===== src/logic/tfhd_pkg.sv =====
// shared constants and carrier types of the tx frame header decoder
package tfhd_pkg;

  // register offsets on the plain register port (byte addresses)
  localparam logic [7:0] ctrl_reg_off      = 8'h00;
  localparam logic [7:0] hdr_word0_reg_off = 8'h04;
  localparam logic [7:0] frame_id_reg_off  = 8'h08;
  localparam logic [7:0] frame_cnt_reg_off = 8'h0C;
  localparam logic [7:0] frame_len_reg_off = 8'h10;

  // control register fields and reset value
  localparam int          ctrl_tag_ins_bit  = 0;
  localparam int          ctrl_offload_bit  = 1;
  localparam logic [31:0] ctrl_reset_val    = 32'h0000_0000;

  // header word 0 field positions
  localparam int word_cnt_lsb      = 18;
  localparam int word_cnt_msb      = 30;
  localparam int last_bytes_lsb    = 16;
  localparam int last_bytes_msb    = 17;
  localparam int use_seq_bit       = 15;
  localparam int force_trailer_bit = 14;
  localparam int suppress_bit      = 13;
  localparam int one_step_bit      = 12;
  localparam int timestamp_bit     = 11;
  localparam int incl_filter_bit   = 9;
  localparam int forced_fwd_bit    = 8;
  localparam int offload_off_bit   = 5;
  localparam int vlan_bit          = 4;
  localparam int crc_incl_bit      = 3;
  localparam int auto_pad_bit      = 2;

  // header word 1 field positions with switch tagging on
  localparam int seq_lsb       = 16;
  localparam int seq_msb       = 31;
  localparam int port_mask_lsb = 8;
  localparam int port_mask_msb = 11;
  localparam int short_id_msb  = 7;

  // length arithmetic constants
  localparam logic [14:0] len_bias        = 15'h0003;
  localparam logic [14:0] offload_pad_sz  = 15'h0002;
  localparam logic [12:0] min_frame_words = 13'h000F; // 60 bytes before crc
  localparam logic [14:0] min_frame_bytes = 15'h003C;

  // bpdu group destination address, first six octets
  localparam logic [47:0] bpdu_dest = 48'h0000_00C2_8001;

  // decoder states
  typedef enum logic [2:0] {
    st_hdr0,
    st_hdr1,
    st_data,
    st_pad
  } tfhd_state_t;

  // per-frame transmit controls handed to the mac and switch
  typedef struct packed {
    logic       vlan_tagged;
    logic       append_crc;
    logic       pad_short;
    logic       offload_active;
    logic       trailer_force;
    logic       trailer_use_seq;
    logic       trailer_suppress;
    logic       one_step;
    logic       timestamp;
    logic       forced_fwd;
    logic [3:0] port_mask;
    logic       filter_disabled;
    logic [15:0] seq_num;
    logic [31:0] frame_id;
    logic [14:0] frame_bytes;
  } tfhd_ctl_t;

  // one word of frame data toward the mac
  typedef struct packed {
    logic [31:0] data;
    logic [2:0]  nbytes;
    logic        last;
  } tfhd_word_t;

endpackage : tfhd_pkg


===== src/logic/tfhd_decoder.sv =====
// tx frame header decoder: splits header from frame words, drives controls
//
// Behaviour
// - frame begins with two-word control header
// - read exactly word-count frame words after header
// - last-word code 00..11 means 1..4 bytes
// - length equals bytes minus pad plus three
// - offload filler excluded from counted length
// - vlan bit marks tagged frame data
// - crc included: no append, ignore auto pad
// - auto pad short frames to minimum
// - switch fields only with tag insertion on
// - word1 split by tagging, else frame id
// - provided sequence used when trailer forced
// - sequence bit honoured only with force bit
// - force trailer only while suppress clear
// - suppress trailer on prp ports
// - one-step correction update request passed on
// - transmit timestamp capture request passed on
// - forced forwarding to header-selected ports
// - four port mask bits pick ports
// - forced-forwarded bpdu: include bit picks disabled-port filtering
// - non-bpdu frames always filtered
//
// The strobed register port and the address map are this design's own decisions.
module tfhd_decoder (
  // clock and reset
  input  wire logic               clock,
  input  wire logic               rst_b,
  // register port
  input  wire logic [7:0]         reg_addr,
  input  wire logic [31:0]        reg_wdata,
  input  wire logic               reg_wr,
  input  wire logic               reg_rd,
  output logic      [31:0]        reg_rdata,
  // transmit fifo words from the dma side
  input  wire logic [31:0]        fifo_data,
  input  wire logic               fifo_valid,
  output logic                    fifo_ready,
  // frame words toward the mac
  output tfhd_pkg::tfhd_word_t    mac_word,
  output logic                    mac_valid,
  input  wire logic               mac_ready,
  // per-frame controls, valid from header end to frame end
  output tfhd_pkg::tfhd_ctl_t     frame_ctl,
  output logic                    frame_active
);

  // state and counters
  tfhd_pkg::tfhd_state_t state_reg;      // decoder state
  tfhd_pkg::tfhd_state_t state_next;     // next decoder state
  logic [31:0]           ctrl_reg;       // software control bits
  logic [31:0]           hdr0_reg;       // captured header word 0
  logic [31:0]           frame_cnt_reg;  // frames delivered to mac
  logic [12:0]           words_left_reg; // frame words still to read
  logic [12:0]           words_out_reg;  // words sent in this frame
  logic [1:0]            last_code_reg;  // last-word byte code
  logic [47:0]           dest_reg;       // destination address octets
  logic                  out_valid_next; // output slot after this edge
  tfhd_pkg::tfhd_word_t  word_next;      // word loaded into output slot
  logic                  load_word;      // output slot takes a word
  logic                  take;           // fifo word accepted
  logic                  drain;          // mac takes output word
  logic                  slot_free;      // output slot free this cycle
  logic [14:0]           comb_len;       // combined length field
  logic                  tag_on;         // switch tag insertion enabled
  logic                  is_bpdu;        // destination is bpdu group
  logic                  need_pad;       // frame shorter than minimum
  logic [2:0]            real_bytes;     // bytes in current real word

  assign take      = fifo_valid && fifo_ready;
  assign drain     = mac_valid && mac_ready;
  assign slot_free = !mac_valid || mac_ready;
  assign tag_on    = ctrl_reg[tfhd_pkg::ctrl_tag_ins_bit];
  assign comb_len  = fifo_data[tfhd_pkg::word_cnt_msb:
                               tfhd_pkg::last_bytes_lsb];
  // whole six octets are known only after two data words
  assign is_bpdu   = (dest_reg == tfhd_pkg::bpdu_dest);
  // short frames pad only when crc is appended here
  assign need_pad  = frame_ctl.pad_short &&
                     (words_out_reg < tfhd_pkg::min_frame_words);
  // final word byte count from the two-bit code
  assign real_bytes = (words_left_reg == 13'h0001) ?
                      {1'b0, last_code_reg} + 3'h1 : 3'h4;

  // next state: header, header, counted data, optional pad
  always_comb begin
    state_next = state_reg;
    case (state_reg)
      tfhd_pkg::st_hdr0: begin
        if (take) begin
          state_next = tfhd_pkg::st_hdr1;
        end
      end
      tfhd_pkg::st_hdr1: begin
        if (take) begin
          // zero words: nothing to send, back to header
          state_next = (words_left_reg == 13'h0000) ?
                       tfhd_pkg::st_hdr0 : tfhd_pkg::st_data;
        end
      end
      tfhd_pkg::st_data: begin
        if (take && words_left_reg == 13'h0001) begin
          state_next = need_pad && (words_out_reg + 13'h0001 <
                       tfhd_pkg::min_frame_words) ?
                       tfhd_pkg::st_pad : tfhd_pkg::st_hdr0;
        end
      end
      tfhd_pkg::st_pad: begin
        if (load_word && words_out_reg + 13'h0001 >=
            tfhd_pkg::min_frame_words) begin
          state_next = tfhd_pkg::st_hdr0;
        end
      end
      default: begin
        state_next = tfhd_pkg::st_hdr0;
      end
    endcase
  end

  // word loaded into the output slot, invalid bytes zeroed
  always_comb begin
    load_word  = 1'b0;
    word_next  = '0;
    if (state_reg == tfhd_pkg::st_data && take) begin
      load_word        = 1'b1;
      word_next.data   = fifo_data;
      word_next.nbytes = real_bytes;
      word_next.last   = (state_next == tfhd_pkg::st_hdr0);
      if (words_left_reg == 13'h0001) begin
        case (last_code_reg)
          2'h0:    word_next.data = {24'h000000, fifo_data[7:0]};
          2'h1:    word_next.data = {16'h0000, fifo_data[15:0]};
          2'h2:    word_next.data = {8'h00, fifo_data[23:0]};
          default: word_next.data = fifo_data;
        endcase
        // padded frames end on whole zero-filled words
        if (state_next == tfhd_pkg::st_pad) begin
          word_next.nbytes = 3'h4;
        end
      end
    end else if (state_reg == tfhd_pkg::st_pad && slot_free) begin
      load_word        = 1'b1;
      word_next.nbytes = 3'h4;
      word_next.last   = (state_next == tfhd_pkg::st_hdr0);
    end
  end

  assign out_valid_next = load_word || (mac_valid && !mac_ready);

  // state register
  always_ff @(posedge clock or negedge rst_b) begin
    if (!rst_b) begin
      state_reg <= tfhd_pkg::st_hdr0;
    end else begin
      state_reg <= state_next;
    end
  end

  // fifo ready from a flop; costs a bubble per data word, no skid needed
  // ready stays low in padding so no word slips into the pad run
  always_ff @(posedge clock or negedge rst_b) begin
    if (!rst_b) begin
      fifo_ready <= 1'b0;
    end else begin
      case (state_next)
        tfhd_pkg::st_hdr0: fifo_ready <= 1'b1;
        tfhd_pkg::st_hdr1: fifo_ready <= 1'b1;
        tfhd_pkg::st_data: fifo_ready <= !out_valid_next;
        default:           fifo_ready <= 1'b0;
      endcase
    end
  end

  // output slot toward the mac
  // a held word is never overwritten: loads need a free slot
  always_ff @(posedge clock or negedge rst_b) begin
    if (!rst_b) begin
      mac_valid <= 1'b0;
      mac_word  <= '0;
    end else begin
      mac_valid <= out_valid_next;
      if (load_word) begin
        mac_word <= word_next;
      end
    end
  end

  // counters of the frame body
  // pad words count too, so the pad run ends on the total
  always_ff @(posedge clock or negedge rst_b) begin
    if (!rst_b) begin
      words_left_reg <= 13'h0000;
      words_out_reg  <= 13'h0000;
      last_code_reg  <= 2'h0;
    end else begin
      if (state_reg == tfhd_pkg::st_hdr0 && take) begin
        // filler is not in these counts, so they are used as given
        words_left_reg <= fifo_data[tfhd_pkg::word_cnt_msb:
                                    tfhd_pkg::word_cnt_lsb];
        last_code_reg  <= fifo_data[tfhd_pkg::last_bytes_msb:
                                    tfhd_pkg::last_bytes_lsb];
        words_out_reg  <= 13'h0000;
      end else begin
        if (state_reg == tfhd_pkg::st_data && take) begin
          words_left_reg <= words_left_reg - 13'h0001;
        end
        if (load_word) begin
          words_out_reg <= words_out_reg + 13'h0001;
        end
      end
    end
  end

  // destination octets from the first two frame words
  always_ff @(posedge clock or negedge rst_b) begin
    if (!rst_b) begin
      dest_reg <= 48'h0;
    end else if (state_reg == tfhd_pkg::st_hdr1 && take) begin
      dest_reg <= 48'h0;
    end else if (state_reg == tfhd_pkg::st_data && take) begin
      if (words_out_reg == 13'h0000) begin
        dest_reg[31:0] <= fifo_data;
      end else if (words_out_reg == 13'h0001) begin
        dest_reg[47:32] <= fifo_data[15:0];
      end
    end
  end

  // frame controls decoded from header word 0
  // control register sampled here and tag bit again at header word 1; later writes wait a frame
  always_ff @(posedge clock or negedge rst_b) begin
    if (!rst_b) begin
      frame_ctl.vlan_tagged      <= 1'b0;
      frame_ctl.append_crc       <= 1'b0;
      frame_ctl.pad_short        <= 1'b0;
      frame_ctl.offload_active   <= 1'b0;
      frame_ctl.trailer_force    <= 1'b0;
      frame_ctl.trailer_use_seq  <= 1'b0;
      frame_ctl.trailer_suppress <= 1'b0;
      frame_ctl.one_step         <= 1'b0;
      frame_ctl.timestamp        <= 1'b0;
      frame_ctl.forced_fwd       <= 1'b0;
      frame_ctl.frame_bytes      <= 15'h0000;
      hdr0_reg                   <= 32'h0;
    end else if (state_reg == tfhd_pkg::st_hdr0 && take) begin
      hdr0_reg <= fifo_data;
      frame_ctl.vlan_tagged <= fifo_data[tfhd_pkg::vlan_bit];
      // crc already present: nothing appended, auto pad ignored
      frame_ctl.append_crc  <= !fifo_data[tfhd_pkg::crc_incl_bit];
      frame_ctl.pad_short   <= fifo_data[tfhd_pkg::auto_pad_bit] &&
                               !fifo_data[tfhd_pkg::crc_incl_bit];
      frame_ctl.offload_active <=
        ctrl_reg[tfhd_pkg::ctrl_offload_bit] &&
        !fifo_data[tfhd_pkg::offload_off_bit];
      // frame bytes in fifo: length minus bias plus filler
      if (ctrl_reg[tfhd_pkg::ctrl_offload_bit]) begin
        frame_ctl.frame_bytes <= comb_len - tfhd_pkg::len_bias +
                                 tfhd_pkg::offload_pad_sz;
      end else begin
        frame_ctl.frame_bytes <= comb_len - tfhd_pkg::len_bias;
      end
      // switch fields count only with tag insertion enabled
      frame_ctl.trailer_suppress <= tag_on &&
        fifo_data[tfhd_pkg::suppress_bit];
      frame_ctl.trailer_force <= tag_on &&
        fifo_data[tfhd_pkg::force_trailer_bit] &&
        !fifo_data[tfhd_pkg::suppress_bit];
      frame_ctl.trailer_use_seq <= tag_on &&
        fifo_data[tfhd_pkg::use_seq_bit] &&
        fifo_data[tfhd_pkg::force_trailer_bit] &&
        !fifo_data[tfhd_pkg::suppress_bit];
      frame_ctl.one_step   <= tag_on &&
        fifo_data[tfhd_pkg::one_step_bit];
      frame_ctl.timestamp  <= tag_on &&
        fifo_data[tfhd_pkg::timestamp_bit];
      frame_ctl.forced_fwd <= tag_on &&
        fifo_data[tfhd_pkg::forced_fwd_bit];
    end
  end

  // frame controls decoded from header word 1
  always_ff @(posedge clock or negedge rst_b) begin
    if (!rst_b) begin
      frame_ctl.seq_num   <= 16'h0000;
      frame_ctl.port_mask <= 4'h0;
      frame_ctl.frame_id  <= 32'h0;
    end else if (state_reg == tfhd_pkg::st_hdr1 && take) begin
      if (tag_on) begin
        // sequence kept only where it will be used
        frame_ctl.seq_num <= frame_ctl.trailer_use_seq ?
          fifo_data[tfhd_pkg::seq_msb:tfhd_pkg::seq_lsb] :
          16'h0000;
        frame_ctl.port_mask <= frame_ctl.forced_fwd ?
          fifo_data[tfhd_pkg::port_mask_msb:tfhd_pkg::port_mask_lsb] :
          4'h0;
        frame_ctl.frame_id <= {24'h000000,
                               fifo_data[tfhd_pkg::short_id_msb:0]};
      end else begin
        frame_ctl.seq_num   <= 16'h0000;
        frame_ctl.port_mask <= 4'h0;
        frame_ctl.frame_id  <= fifo_data;
      end
    end
  end

  // disabled-port filtering: forced-forwarded bpdu follows the include bit
  always_ff @(posedge clock or negedge rst_b) begin
    if (!rst_b) begin
      frame_ctl.filter_disabled <= 1'b1;
    end else if (state_reg == tfhd_pkg::st_hdr1 && take) begin
      // safe default until the address is known
      frame_ctl.filter_disabled <= 1'b1;
    end else if (state_reg == tfhd_pkg::st_data && take &&
                 words_out_reg == 13'h0002) begin
      frame_ctl.filter_disabled <= !(frame_ctl.forced_fwd && is_bpdu) ||
                                   hdr0_reg[tfhd_pkg::incl_filter_bit];
    end
  end

  // frame active from header end until the last word leaves
  always_ff @(posedge clock or negedge rst_b) begin
    if (!rst_b) begin
      frame_active <= 1'b0;
    end else if (state_next == tfhd_pkg::st_data ||
                 state_next == tfhd_pkg::st_pad) begin
      frame_active <= 1'b1;
    end else if (drain && mac_word.last) begin
      frame_active <= 1'b0;
    end
  end

  // software control register and frame counter
  always_ff @(posedge clock or negedge rst_b) begin
    if (!rst_b) begin
      ctrl_reg      <= tfhd_pkg::ctrl_reset_val;
      frame_cnt_reg <= 32'h0;
    end else begin
      if (reg_wr && reg_addr == tfhd_pkg::ctrl_reg_off) begin
        // only the two defined control bits are kept
        ctrl_reg <= {30'h0, reg_wdata[1:0]};
      end
      if (reg_wr && reg_addr == tfhd_pkg::frame_cnt_reg_off) begin
        // a frame ending in the clearing cycle still counts
        frame_cnt_reg <= {31'h0, drain && mac_word.last};
      end else if (drain && mac_word.last) begin
        frame_cnt_reg <= frame_cnt_reg + 32'h1;
      end
    end
  end

  // read data stands in the cycle after the strobe only
  // unmapped offsets read zero; the port never stalls the master
  always_ff @(posedge clock or negedge rst_b) begin
    if (!rst_b) begin
      reg_rdata <= 32'h0;
    end else if (reg_rd) begin
      case (reg_addr)
        tfhd_pkg::ctrl_reg_off:      reg_rdata <= ctrl_reg;
        tfhd_pkg::hdr_word0_reg_off: reg_rdata <= hdr0_reg;
        tfhd_pkg::frame_id_reg_off:  reg_rdata <= frame_ctl.frame_id;
        tfhd_pkg::frame_cnt_reg_off: reg_rdata <= frame_cnt_reg;
        tfhd_pkg::frame_len_reg_off: reg_rdata <=
          {16'h0000, frame_active, frame_ctl.frame_bytes};
        default:                     reg_rdata <= 32'h0;
      endcase
    end else begin
      reg_rdata <= 32'h0;
    end
  end

endmodule : tfhd_decoder


===== config.mk =====
export PLATFORM = sky130hd
export DESIGN_NAME = tfhd_decoder
export DESIGN_NICKNAME = d
export VERILOG_FILES = /design/src/logic/tfhd_pkg.sv /design/src/logic/tfhd_decoder.sv
export SDC_FILE = /design/constraint.sdc
export NUM_CORES = 1
export LEC_CHECK = 0
export ABC_CLOCK_PERIOD_IN_PS = 4400
export BUFFER_PORTS_ARGS = -buffer_cell sky130_fd_sc_hd__buf_2
export CAP_MARGIN = 30
export CORE_MARGIN = 3
export CORE_UTILIZATION = 63
export CTS_BUF_LIST = sky130_fd_sc_hd__clkbuf_4 sky130_fd_sc_hd__clkbuf_8
export DETAILED_ROUTE_END_ITERATION = 10
export PLACE_DENSITY_LB_ADDON = 0.25
export SETUP_SLACK_MARGIN = 0.02
export SLEW_MARGIN = 15
export SYNTH_ARGS = -nofsm -noshare
export SYNTH_HDL_FRONTEND = slang
export SYNTH_SLANG_ARGS = --single-unit
export TNS_END_PERCENT = 30

===== constraint.sdc =====
create_clock -name clock -period 4.4 [get_ports clock]
set_input_delay 0.66 -clock clock [delete_from_list [all_inputs] [get_ports clock]]
set_output_delay 0.66 -clock clock [all_outputs]
set_load 0.005 [all_outputs]

## After elaboration in Yosys (flattened, before gate mapping)

Cells that the tools add are included.
W data, S select, Z words.

| word-level totals | value |
|---|---|
| bits in registers | 294 |
| input port bits | 78 |
| output and inout bits | 149 |
| logic and storage cells | 151 |

| cells by class | value |
|---|---|
| $add $sub $neg | 6 |
| order comparisons | 3 |
| equality and inequality tests | 17 |
| mux-type cells | 39 |
| reductions and logical operators | 55 |

Operator list:

| cell | number |
|---|---|
| $mux W32 | 5 |
| $pmux W32 S5 | 1 |
| $mux W48 | 3 |
| $pmux W32 S3 | 1 |
| $mux W13 | 4 |
| $eq A48 B24 Y1 const B | 1 |
| $mux W16 | 3 |
| $mux W35 | 1 |
| $add A32 B1 Y32 const B | 1 |
| $logic_and A1 B1 Y1 | 27 |
| $eq A13 B1 Y1 const B | 2 |
| $logic_not A13 Y1 | 2 |
| $lt A13 B4 Y1 const B | 2 |
| $mux W3 | 6 |
| $eq A8 B4 Y1 const B | 2 |
| $mux W4 | 4 |
| $reduce_bool A2 Y1 | 8 |
| $add A15 B2 Y15 const B | 1 |
| $mux W15 | 1 |
| $sub A15 B2 Y15 const B | 1 |
| $add A13 B1 Y13 const B | 1 |
| $eq A13 B2 Y1 const B | 1 |
| $ge A13 B4 Y1 const B | 1 |
| $sub A13 B1 Y13 const B | 1 |
| other kinds (20) | 40 |

## Longest topological paths before layout

Gate-level depths: netlist of run 1.

| depth | value |
|---|---|
| word-level depth | 12 |
| gate-level depth with buffers | 9 |
| mapped depth without buffers | 8 |

## Least setup slack after synthesis of run 1

No wires, ideal clock.

| path | value |
|---|---|
| kind | in2reg |
| start point | input fifo_data[20] |
| end point | register frame_ctl[14] (netlist bit) |
| setup time | 0.126 ns |
| data arrival time | 2.458 ns |
| required time | 4.274 ns |
| setup slack | 1.816 ns |
| stages | 7 |
| buffers on the path | 1 |
| cell sequence | buf_2 -> or4_1 -> nor4_1 -> o211a_1 -> or2_0 -> a31oi_1 -> a221o_1 |

| on the way | value |
|---|---|
| cells in the longest elaborated chain, start to end | 3 |

Ends and longest elaborated chain:

| what | line | source |
|---|---|---|
| start: declaration | tfhd_decoder.sv:37 | `input wire logic [31:0] fifo_data,` |
| $sub A15 B2 Y15 * | tfhd_decoder.sv:258, tfhd_decoder.sv:261 |  |
| $add A15 B2 Y15 | tfhd_decoder.sv:258 | `frame_ctl.frame_bytes <= comb_len - tfhd_pkg::len_bias +` |
| $mux W15 * | tfhd_decoder.sv:257 | `if (ctrl_reg[tfhd_pkg::ctrl_offload_bit]) begin` |
| end: declaration | tfhd_decoder.sv:45 | `output tfhd_pkg::tfhd_ctl_t frame_ctl,` |

Every way passes the cells marked *; elsewhere a longest branch is shown, timed or not.
A chain may end at the register's enable or synchronous reset.

## Final worst setup path of run 1

| path | value |
|---|---|
| start point | register state_reg[1] |
| end point | register dest_reg[39] |

| on the way | value |
|---|---|
| cells in the longest elaborated chain, start to end | 4 |
| elaborated cells between the ends (all ways) | 9 |
| those cells by class | eq/ne: 3; mux: 1; reduce/logical: 5 |

Ends and longest elaborated chain:

| what | line | source |
|---|---|---|
| start: declaration | tfhd_decoder.sv:50 | `tfhd_pkg::tfhd_state_t state_reg;` |
| start signal: assignment | tfhd_decoder.sv:154 | `state_reg <= tfhd_pkg::st_hdr0;` |
| start signal: assignment | tfhd_decoder.sv:156 | `state_reg <= state_next;` |
| $eq A3 B1 Y1 / $eq A3 B2 Y1 (equally long branches) | tfhd_decoder.sv:219, tfhd_decoder.sv:221 |  |
| $logic_and A1 B1 Y1 (on tied branches) | tfhd_decoder.sv:219, tfhd_decoder.sv:221 |  |
| $ne A2 B1 Y1 (no line) / $reduce_bool A2 Y1 (equally long branches) | - |  |
| $reduce_and A3 Y1 (no line) | - |  |
| end signal: assignment | tfhd_decoder.sv:225 | `dest_reg[47:32] <= fifo_data[15:0];` |
| end: declaration | tfhd_decoder.sv:58 | `logic [47:0] dest_reg;` |

Several ways; a longest one is shown, not always the timed one.

==> flow_summary.yaml, run 1 <==
run_status:
  status: "finished clean"
cells_and_area:
  fin_nets: 1749
  final_cell_mix: "nand2_1, dfrtp_1, buf_2"
  drive_above_1_share: 0.211
  num_antenna_cells: 0
  final_common_cell: "nand2_1"
  largest_reg_flops: 77
  area_delta_synth_final_pct: 15.8
  fin_area_um2: 16100
  fin_util: 0.753
clock_tree:
  htreeDepth: 2
  cts_tree: "built"
  path_clk_slew_ns: 0.06
  cts-hold-fix-buffers: 0
  worstSkewPairLatency_ns: 0.58
  cts_made_buffers: 48
  cts_sinks: 291
  post-cts-setup-buffers: 0
  root_buffer: "clkbuf_8"
  cts_buffer_depth: 3
  cts_resized: 0
floorplanning:
  num_io_pins: 227
  initial_core_util: 0.650
  die_x_um: 154
  die_height_um: 154
  coreArea_um2: 21400
  die_area_um2: 23800
  rows: 53
grt:
  grtUsageMet2: 0.541
  globalRouteMet1Util: 0.451
  first_global_vias: 12100
  grt_busiest_layer: "met2"
  grt.met3_usage: 0.0585
  grt_pass1_wl_um: 63700
  overflow: 0
  antenna_found_initial: 0
  grt_max_degree: 103
  grt_use_total: 0.332
yosys:
  yosysSeqAreaShare: 0.525
  synth_top_area_share: 0.523
  avgSynthCellArea_um2: 9.30
  synth_edf_count: 0
  syn_area_um2: 13900
  synthTopCellsByArea: "dfrtp_1, nand2_1, o21ai_0, a22o_1, mux2_2"
  synth_top_flop_cell: "dfrtp_1"
  yosys_warnings: 0
  syn_inst: 1493
  synth.distinct_cells: 69
  syn_nets: 1583
  async_reset_ff_frac: 1.00
  yosys.area.top_type: "dfrtp_1"
  synth-seq-cells: 291
placement:
  gp_congestion: 0.931
  numPortBuffers: 196
  placement.cell_area_um2: 15000
  hpwl_um: 26800
critical_path:
  reg2reg_to: "dest_reg[39]$_DFFE_PN0P_"
  r2r_cells: 6
  critPathCaptureType: "register"
  crit_fanout: 32
  critPathKind: "register to register"
  rrSetupSlack_ns: 1.35
  crit_path_start_kind: "register"
  timing.rr.start: "state_reg[1]$_DFF_PN0_"
  required_ns: 4.80
  cp_data_arrival_time_ns: 3.45
sta:
  rsz0062_at_grt: "false"
  worstMarginPinSlew_ns: 0.911
  setup_viol: 0
  slew_violations: 0
  period_share: 0.693
  fmax_ghz: 0.328
  slew_headroom: 0.393
  period_minus_slack_ns: 3.05
  tns_ns: 0
  finalHoldViolCount: 0
  clock_skew_ns: 0.0264
route:
  ant_nets: 0
  wl_per_cell_um: 20.3
  drt_first_pass_iters: 5
  routed_wl_um: 39900
  vias: 12300
  drt_iter0_markers: 1032
  drc_errors: 0
  vias_per_cell: 6.24
run:
  maxCapViolCount: 0
pwr:
  peakVddDrop_mv: 0.307
  p_total_w: 0.00742
  power_density_nw_per_um2: 462
  p_leak_nw: 7.58
hold_path:
  hold_class: "input port to async pin"
==> cell type report <==
| cell class | count | area (um^2) |
|---|---|---|
| Inverter | 21 | 78.8 |
| Clock inverter | 19 | 181 |
| Timing Repair Buffer | 221 | 1210 |
| Clock buffer | 65 | 845 |
| Fill cell | 1503 | 5280 |
| Tap cell | 275 | 344 |
| Multi-Input combinational cell | 1076 | 6130 |
| Sequential cell | 291 | 7280 |
==> how the worst max path moves through the flow <==
stage | startpoint | to | slack, ns | cells past startpoint
floorplan | fifo_data[20] | frame_ctl[14]$_DFFE_PN0P_ | 1.82 | 7
global placement | fifo_data[16] | frame_ctl[14]$_DFFE_PN0P_ | 1.38 | 8
detailed placement | fifo_valid | dest_reg[38]$_DFFE_PN0P_ | 1.35 | 7
CTS | state_reg[1]$_DFF_PN0_ | dest_reg[39]$_DFFE_PN0P_ | 1.43 | 6
global route | state_reg[1]$_DFF_PN0_ | dest_reg[38]$_DFFE_PN0P_ | 0.99 | 6
finish | state_reg[1]$_DFF_PN0_ | dest_reg[39]$_DFFE_PN0P_ | 1.35 | 6
==> metrics by stage <==
stage                     std cells  hold slack, ns  setup WS [ns]
after floorplan                1493           0.364           1.82
after global placement         1880           0.459           1.38
after detailed placement       1882           0.463           1.35
after CTS                      1966           0.139           1.43
after global routing           1968           0.159          0.988
final                          1968          0.0977           1.35
==> synth_stat cells, types with 3 or more instances <==
master	instances
a211oi_1	3
a21o_1	3
a21oi_1	51
a221o_1	3
a22o_1	49
a22oi_1	17
a31oi_1	7
and2_1	9
and3_1	10
and4_1	5
buf_1	6
buf_2	6
clkbuf_1	92
dfrtp_1	290
ha_1	12
inv_1	21
mux2_2	32
mux2i_1	19
nand2_1	331
nand2b_1	27
nand3_1	37
nand3b_1	5
nand4_1	26
nor2_1	85
nor2b_1	13
nor3_1	17
nor3b_1	3
nor4_1	18
nor4b_1	5
o211ai_1	15
o21ai_0	158
o21ai_1	3
o22ai_1	8
o31a_1	3
o31ai_1	13
or2_2	4
or3_1	12
or4_1	10
xnor2_1	14
xor2_1	16
==> kinds of logic (layout without fill, tap and decap cells) <==
| family | Yosys count | after routing | share of synthesized area |
|---|---|---|---|
| adders and majority gates | 12 | 12 | 0.0108 |
| other | 1 | 1 | 0.000270 |
| DFF | 291 | 291 | 0.525 |
| AOI/OAI and AO/OA | 355 | 355 | 0.161 |
| xor gates and xnor gates | 30 | 30 | 0.0189 |
| muxes | 51 | 51 | 0.0397 |
| buffers and inverters | 126 | 326 | 0.0349 |
| and+or+nand+nor | 627 | 627 | 0.210 |
==> worst max-delay path: stages, from the launching register on <==
cell	delay [ns]
dfrtp_1	0.76
nand2b_1	0.26
nor2_1	0.15
buf_4	0.23
nor4b_1	0.39
and3b_1	0.83
o21ai_0	0.25
==> routing by layer <==
layer,routed length [um],vias up
met2,18800,662
met3,3900,105
met5,0,-
met1,15800,5955
li1,-,5555
met4,1380,0
==> where the power goes <==
group	leakage (nW)	internal (W)	total (W)	switching, W
Sequential	3.82	0.00316	0.00358	0.000420
Combinational	3.22	0.000621	0.00133	0.000709
Clock	0.541	0.00143	0.00252	0.00109
Note: power is estimated with default switching activity, not from simulation.
==> run 2, diff against run 1 <==
--- a/config.mk
+++ b/config.mk
@@ -5,11 +5,12 @@
 export SDC_FILE = /design/constraint.sdc
 export NUM_CORES = 1
 export LEC_CHECK = 0
-export ABC_CLOCK_PERIOD_IN_PS = 4400
+export ABC_AREA = 1
+export ABC_CLOCK_PERIOD_IN_PS = 2800
 export BUFFER_PORTS_ARGS = -buffer_cell sky130_fd_sc_hd__buf_2
 export CAP_MARGIN = 30
 export CORE_MARGIN = 3
-export CORE_UTILIZATION = 63
+export CORE_UTILIZATION = 53
 export CTS_BUF_LIST = sky130_fd_sc_hd__clkbuf_4 sky130_fd_sc_hd__clkbuf_8
 export DETAILED_ROUTE_END_ITERATION = 10
 export PLACE_DENSITY_LB_ADDON = 0.25
==> constraint.sdc (replaced) <==
create_clock -name clock -period 2.8 [get_ports clock]
set_input_delay 0.42 -clock clock [delete_from_list [all_inputs] [get_ports clock]]
set_output_delay 0.42 -clock clock [all_outputs]
set_load 0.005 [all_outputs]
==> run 2 against run 1 <==
  * Register-to-register slack worse by 0.81 ns
  * Global-route usage down 3.0 points
  * Final area up 1.3%
  * Critical path type unchanged
  * Highest routed layer is now met5
==> flow_summary.yaml, run 2 <==
run_status:
  status: "finished clean"
sta:
  period_share: 0.806
  period_minus_slack_ns: 2.26
  fmax_ghz: 0.443
  rsz0062_at_grt: "false"
  slew_headroom: 0.573
  finalHoldViolCount: 0
  setup_viol: 0
  tns_ns: 0
  clock_skew_ns: 0.0169
  slew_violations: 0
  worstMarginPinSlew_ns: 0.639
cells_and_area:
  final_cell_mix: "nand2_1, dfrtp_1, inv_1"
  num_antenna_cells: 0
  area_delta_synth_final_pct: 17.3
  fin_nets: 1895
  largest_reg_flops: 77
  final_common_cell: "nand2_1"
  drive_above_1_share: 0.213
  fin_cells: 2170
route:
  wl_per_cell_um: 19.5
  drc_errors: 0
  routed_wl_um: 42400
  drt_first_pass_iters: 5
  ant_nets: 0
  vias: 12500
  vias_per_cell: 5.77
  drt_iter0_markers: 1433
critical_path:
  setup.worst_path.start: "fifo_ready$_DFF_PN0_"
  critPathCaptureType: "register"
  critPathKind: "register to register"
  timing.rr.start: "fifo_ready$_DFF_PN0_"
  crit_fanout: 30
  cp_data_arrival_time_ns: 2.68
  required_ns: 3.23
  crit_path_start_kind: "register"
yosys:
  syn_inst: 1600
  syn_area_um2: 13900
  synth-seq-cells: 291
  synth_top_flop_cell: "dfrtp_1"
  yosys-top-cells-count: "nand2_1, dfrtp_1, inv_1"
  synth_top_area_share: 0.523
  syn_nets: 1690
  yosys_warnings: 0
  synth_edf_count: 0
  yosysSeqAreaShare: 0.525
  synthTopCellsByArea: "dfrtp_1, nand2_1, inv_1, o21ai_0, nand3_1"
  yosysMostFrequentCell: "nand2_1"
  avgSynthCellArea_um2: 8.67
  yosys.area.top_type: "dfrtp_1"
  synth.distinct_cells: 56
  async_reset_ff_frac: 1.00
clock_tree:
  post-cts-setup-buffers: 0
  path_clk_slew_ns: 0.06
  cts_sinks: 291
  worstSkewPairLatency_ns: 0.57
  cts_buffer_depth: 3
  cts_made_buffers: 46
  root_buffer: "clkbuf_8"
  htreeDepth: 2
  cts_tree: "built"
floorplanning:
  die_x_um: 168
  die_area_um2: 28200
  rows: 58
  initial_core_util: 0.545
  die_height_um: 168
  coreArea_um2: 25500
  num_io_pins: 227
hold_path:
  hp-start: "fifo_data[5]"
  hold_class: "input port to register"
placement:
  hpwl_um: 30800
  dp.cells: 2086
  numPortBuffers: 196
  gp_congestion: 0.960
grt:
  grt_max_degree: 83
  antenna_found_initial: 2
  grt_pass1_wl_um: 67600
  first_global_vias: 12200
  grt_use_total: 0.301
  overflow: 0
pwr:
  p_leak_nw: 8.27
  peakVddDrop_mv: 0.418
  power_density_nw_per_um2: 740
  p_total_w: 0.0120
run:
  maxCapViolCount: 0
[run 2: cell types whose count changed after synthesis, sizes merged, moves of 14 or more]
cell and change:
nor2 +47, o31ai +31, nand2 +21, mux2 -32, a221oi +14, inv +190, o22ai +38, nand2b -27
a22o -48, a22oi -17, mux2i -19, clkbuf -56, buf +15, nand3 +66
[run 2: area by class of cell]
class                      count  area [um^2]
clock buffer                  74          918
clock inverter                 9          103
fill                        2171         9190
inverter                     212          796
multi-input combinational   1033         5520
sequential                   291         7280
tap                          330          413
timing repair buffer         221         1250
[run 2: timing repair]
action | 4_1_cts | 5_1_grt
hold endpoints to repair | 66 | 0
hold buffers | 1 | 0
endpoints found under the setup margin | 0 | 0
resized for setup | 0 | 0
[run 2: final timing paths]
path | slack, ns | to | cells past startpoint
max | 0.54 | dest_reg[9]$_DFFE_PN0P_ | 10
min | 0.13 | hdr0_reg[5]$_DFFE_PN0P_ | 3
max reg2reg | 0.54 | dest_reg[9]$_DFFE_PN0P_ | 10
min reg2reg | 0.48 | hdr0_reg[12]$_DFFE_PN0P_ | 2
max in group asynchronous | 1.54 | words_left_reg[4]$_DFFE_PN0P_ | 3
min in group asynchronous | 0.42 | dest_reg[41]$_DFFE_PN0P_ | 2
[run 2: through the flow]
| stage | instance area [um^2] | setup slack, ns | hold slack, ns | utilization |
|---|---|---|---|---|
| final | 16300 | 0.544 | 0.125 | 0.639 |
| after global routing | 16300 | 0.269 | 0.116 | 0.639 |
| after CTS | 16300 | 0.560 | 0.104 | 0.639 |
| after detailed placement | 15300 | 0.433 | 0.420 | 0.599 |
| after global placement | 15200 | 0.0390 | 0.414 | 0.598 |
| after floorplan | 13900 | 0.997 | 0.124 | - |
[run 2: kinds of logic after synthesis]
group / count (synthesis) / synth area share
buf+inv: 276 / 0.0781
simple gates: 664 / 0.223
other cells: 1 / 0.000270
fa+ha+maj: 12 / 0.0108
flops: 291 / 0.525
compound gates: 336 / 0.146
xor+xnor: 20 / 0.0175
[run 2: metal layers]
metal / part of all wire / wire length [um] / GRT usage / vias to the layer above
met5: 0.00038 / 16 / 0 / -
met4: 0.031 / 1290 / 0.101 / 4
met3: 0.088 / 3740 / 0.0592 / 88
met2: 0.47 / 19800 / 0.473 / 587
met1: 0.41 / 17600 / 0.425 / 6079
li1: - / - / - / 5760
[run 2: critical path, cell delays in order, from the launching register on]
cell and delay, ns:
dfrtp_1 0.35, nand2_1 0.15, nor3_2 0.20, inv_2 0.11, nor2_4 0.12, buf_4 0.34
nand4_2 0.17, nand2_2 0.22, inv_2 0.23, nand2_1 0.12, o31ai_1 0.08
[run 2: power by group]
group / switching (W) / internal (W) / leakage (nW)
combinational: 0.00144 / 0.000958 / 3.95
sequential: 0.000603 / 0.00507 / 3.77
clock: 0.00170 / 0.00227 / 0.548
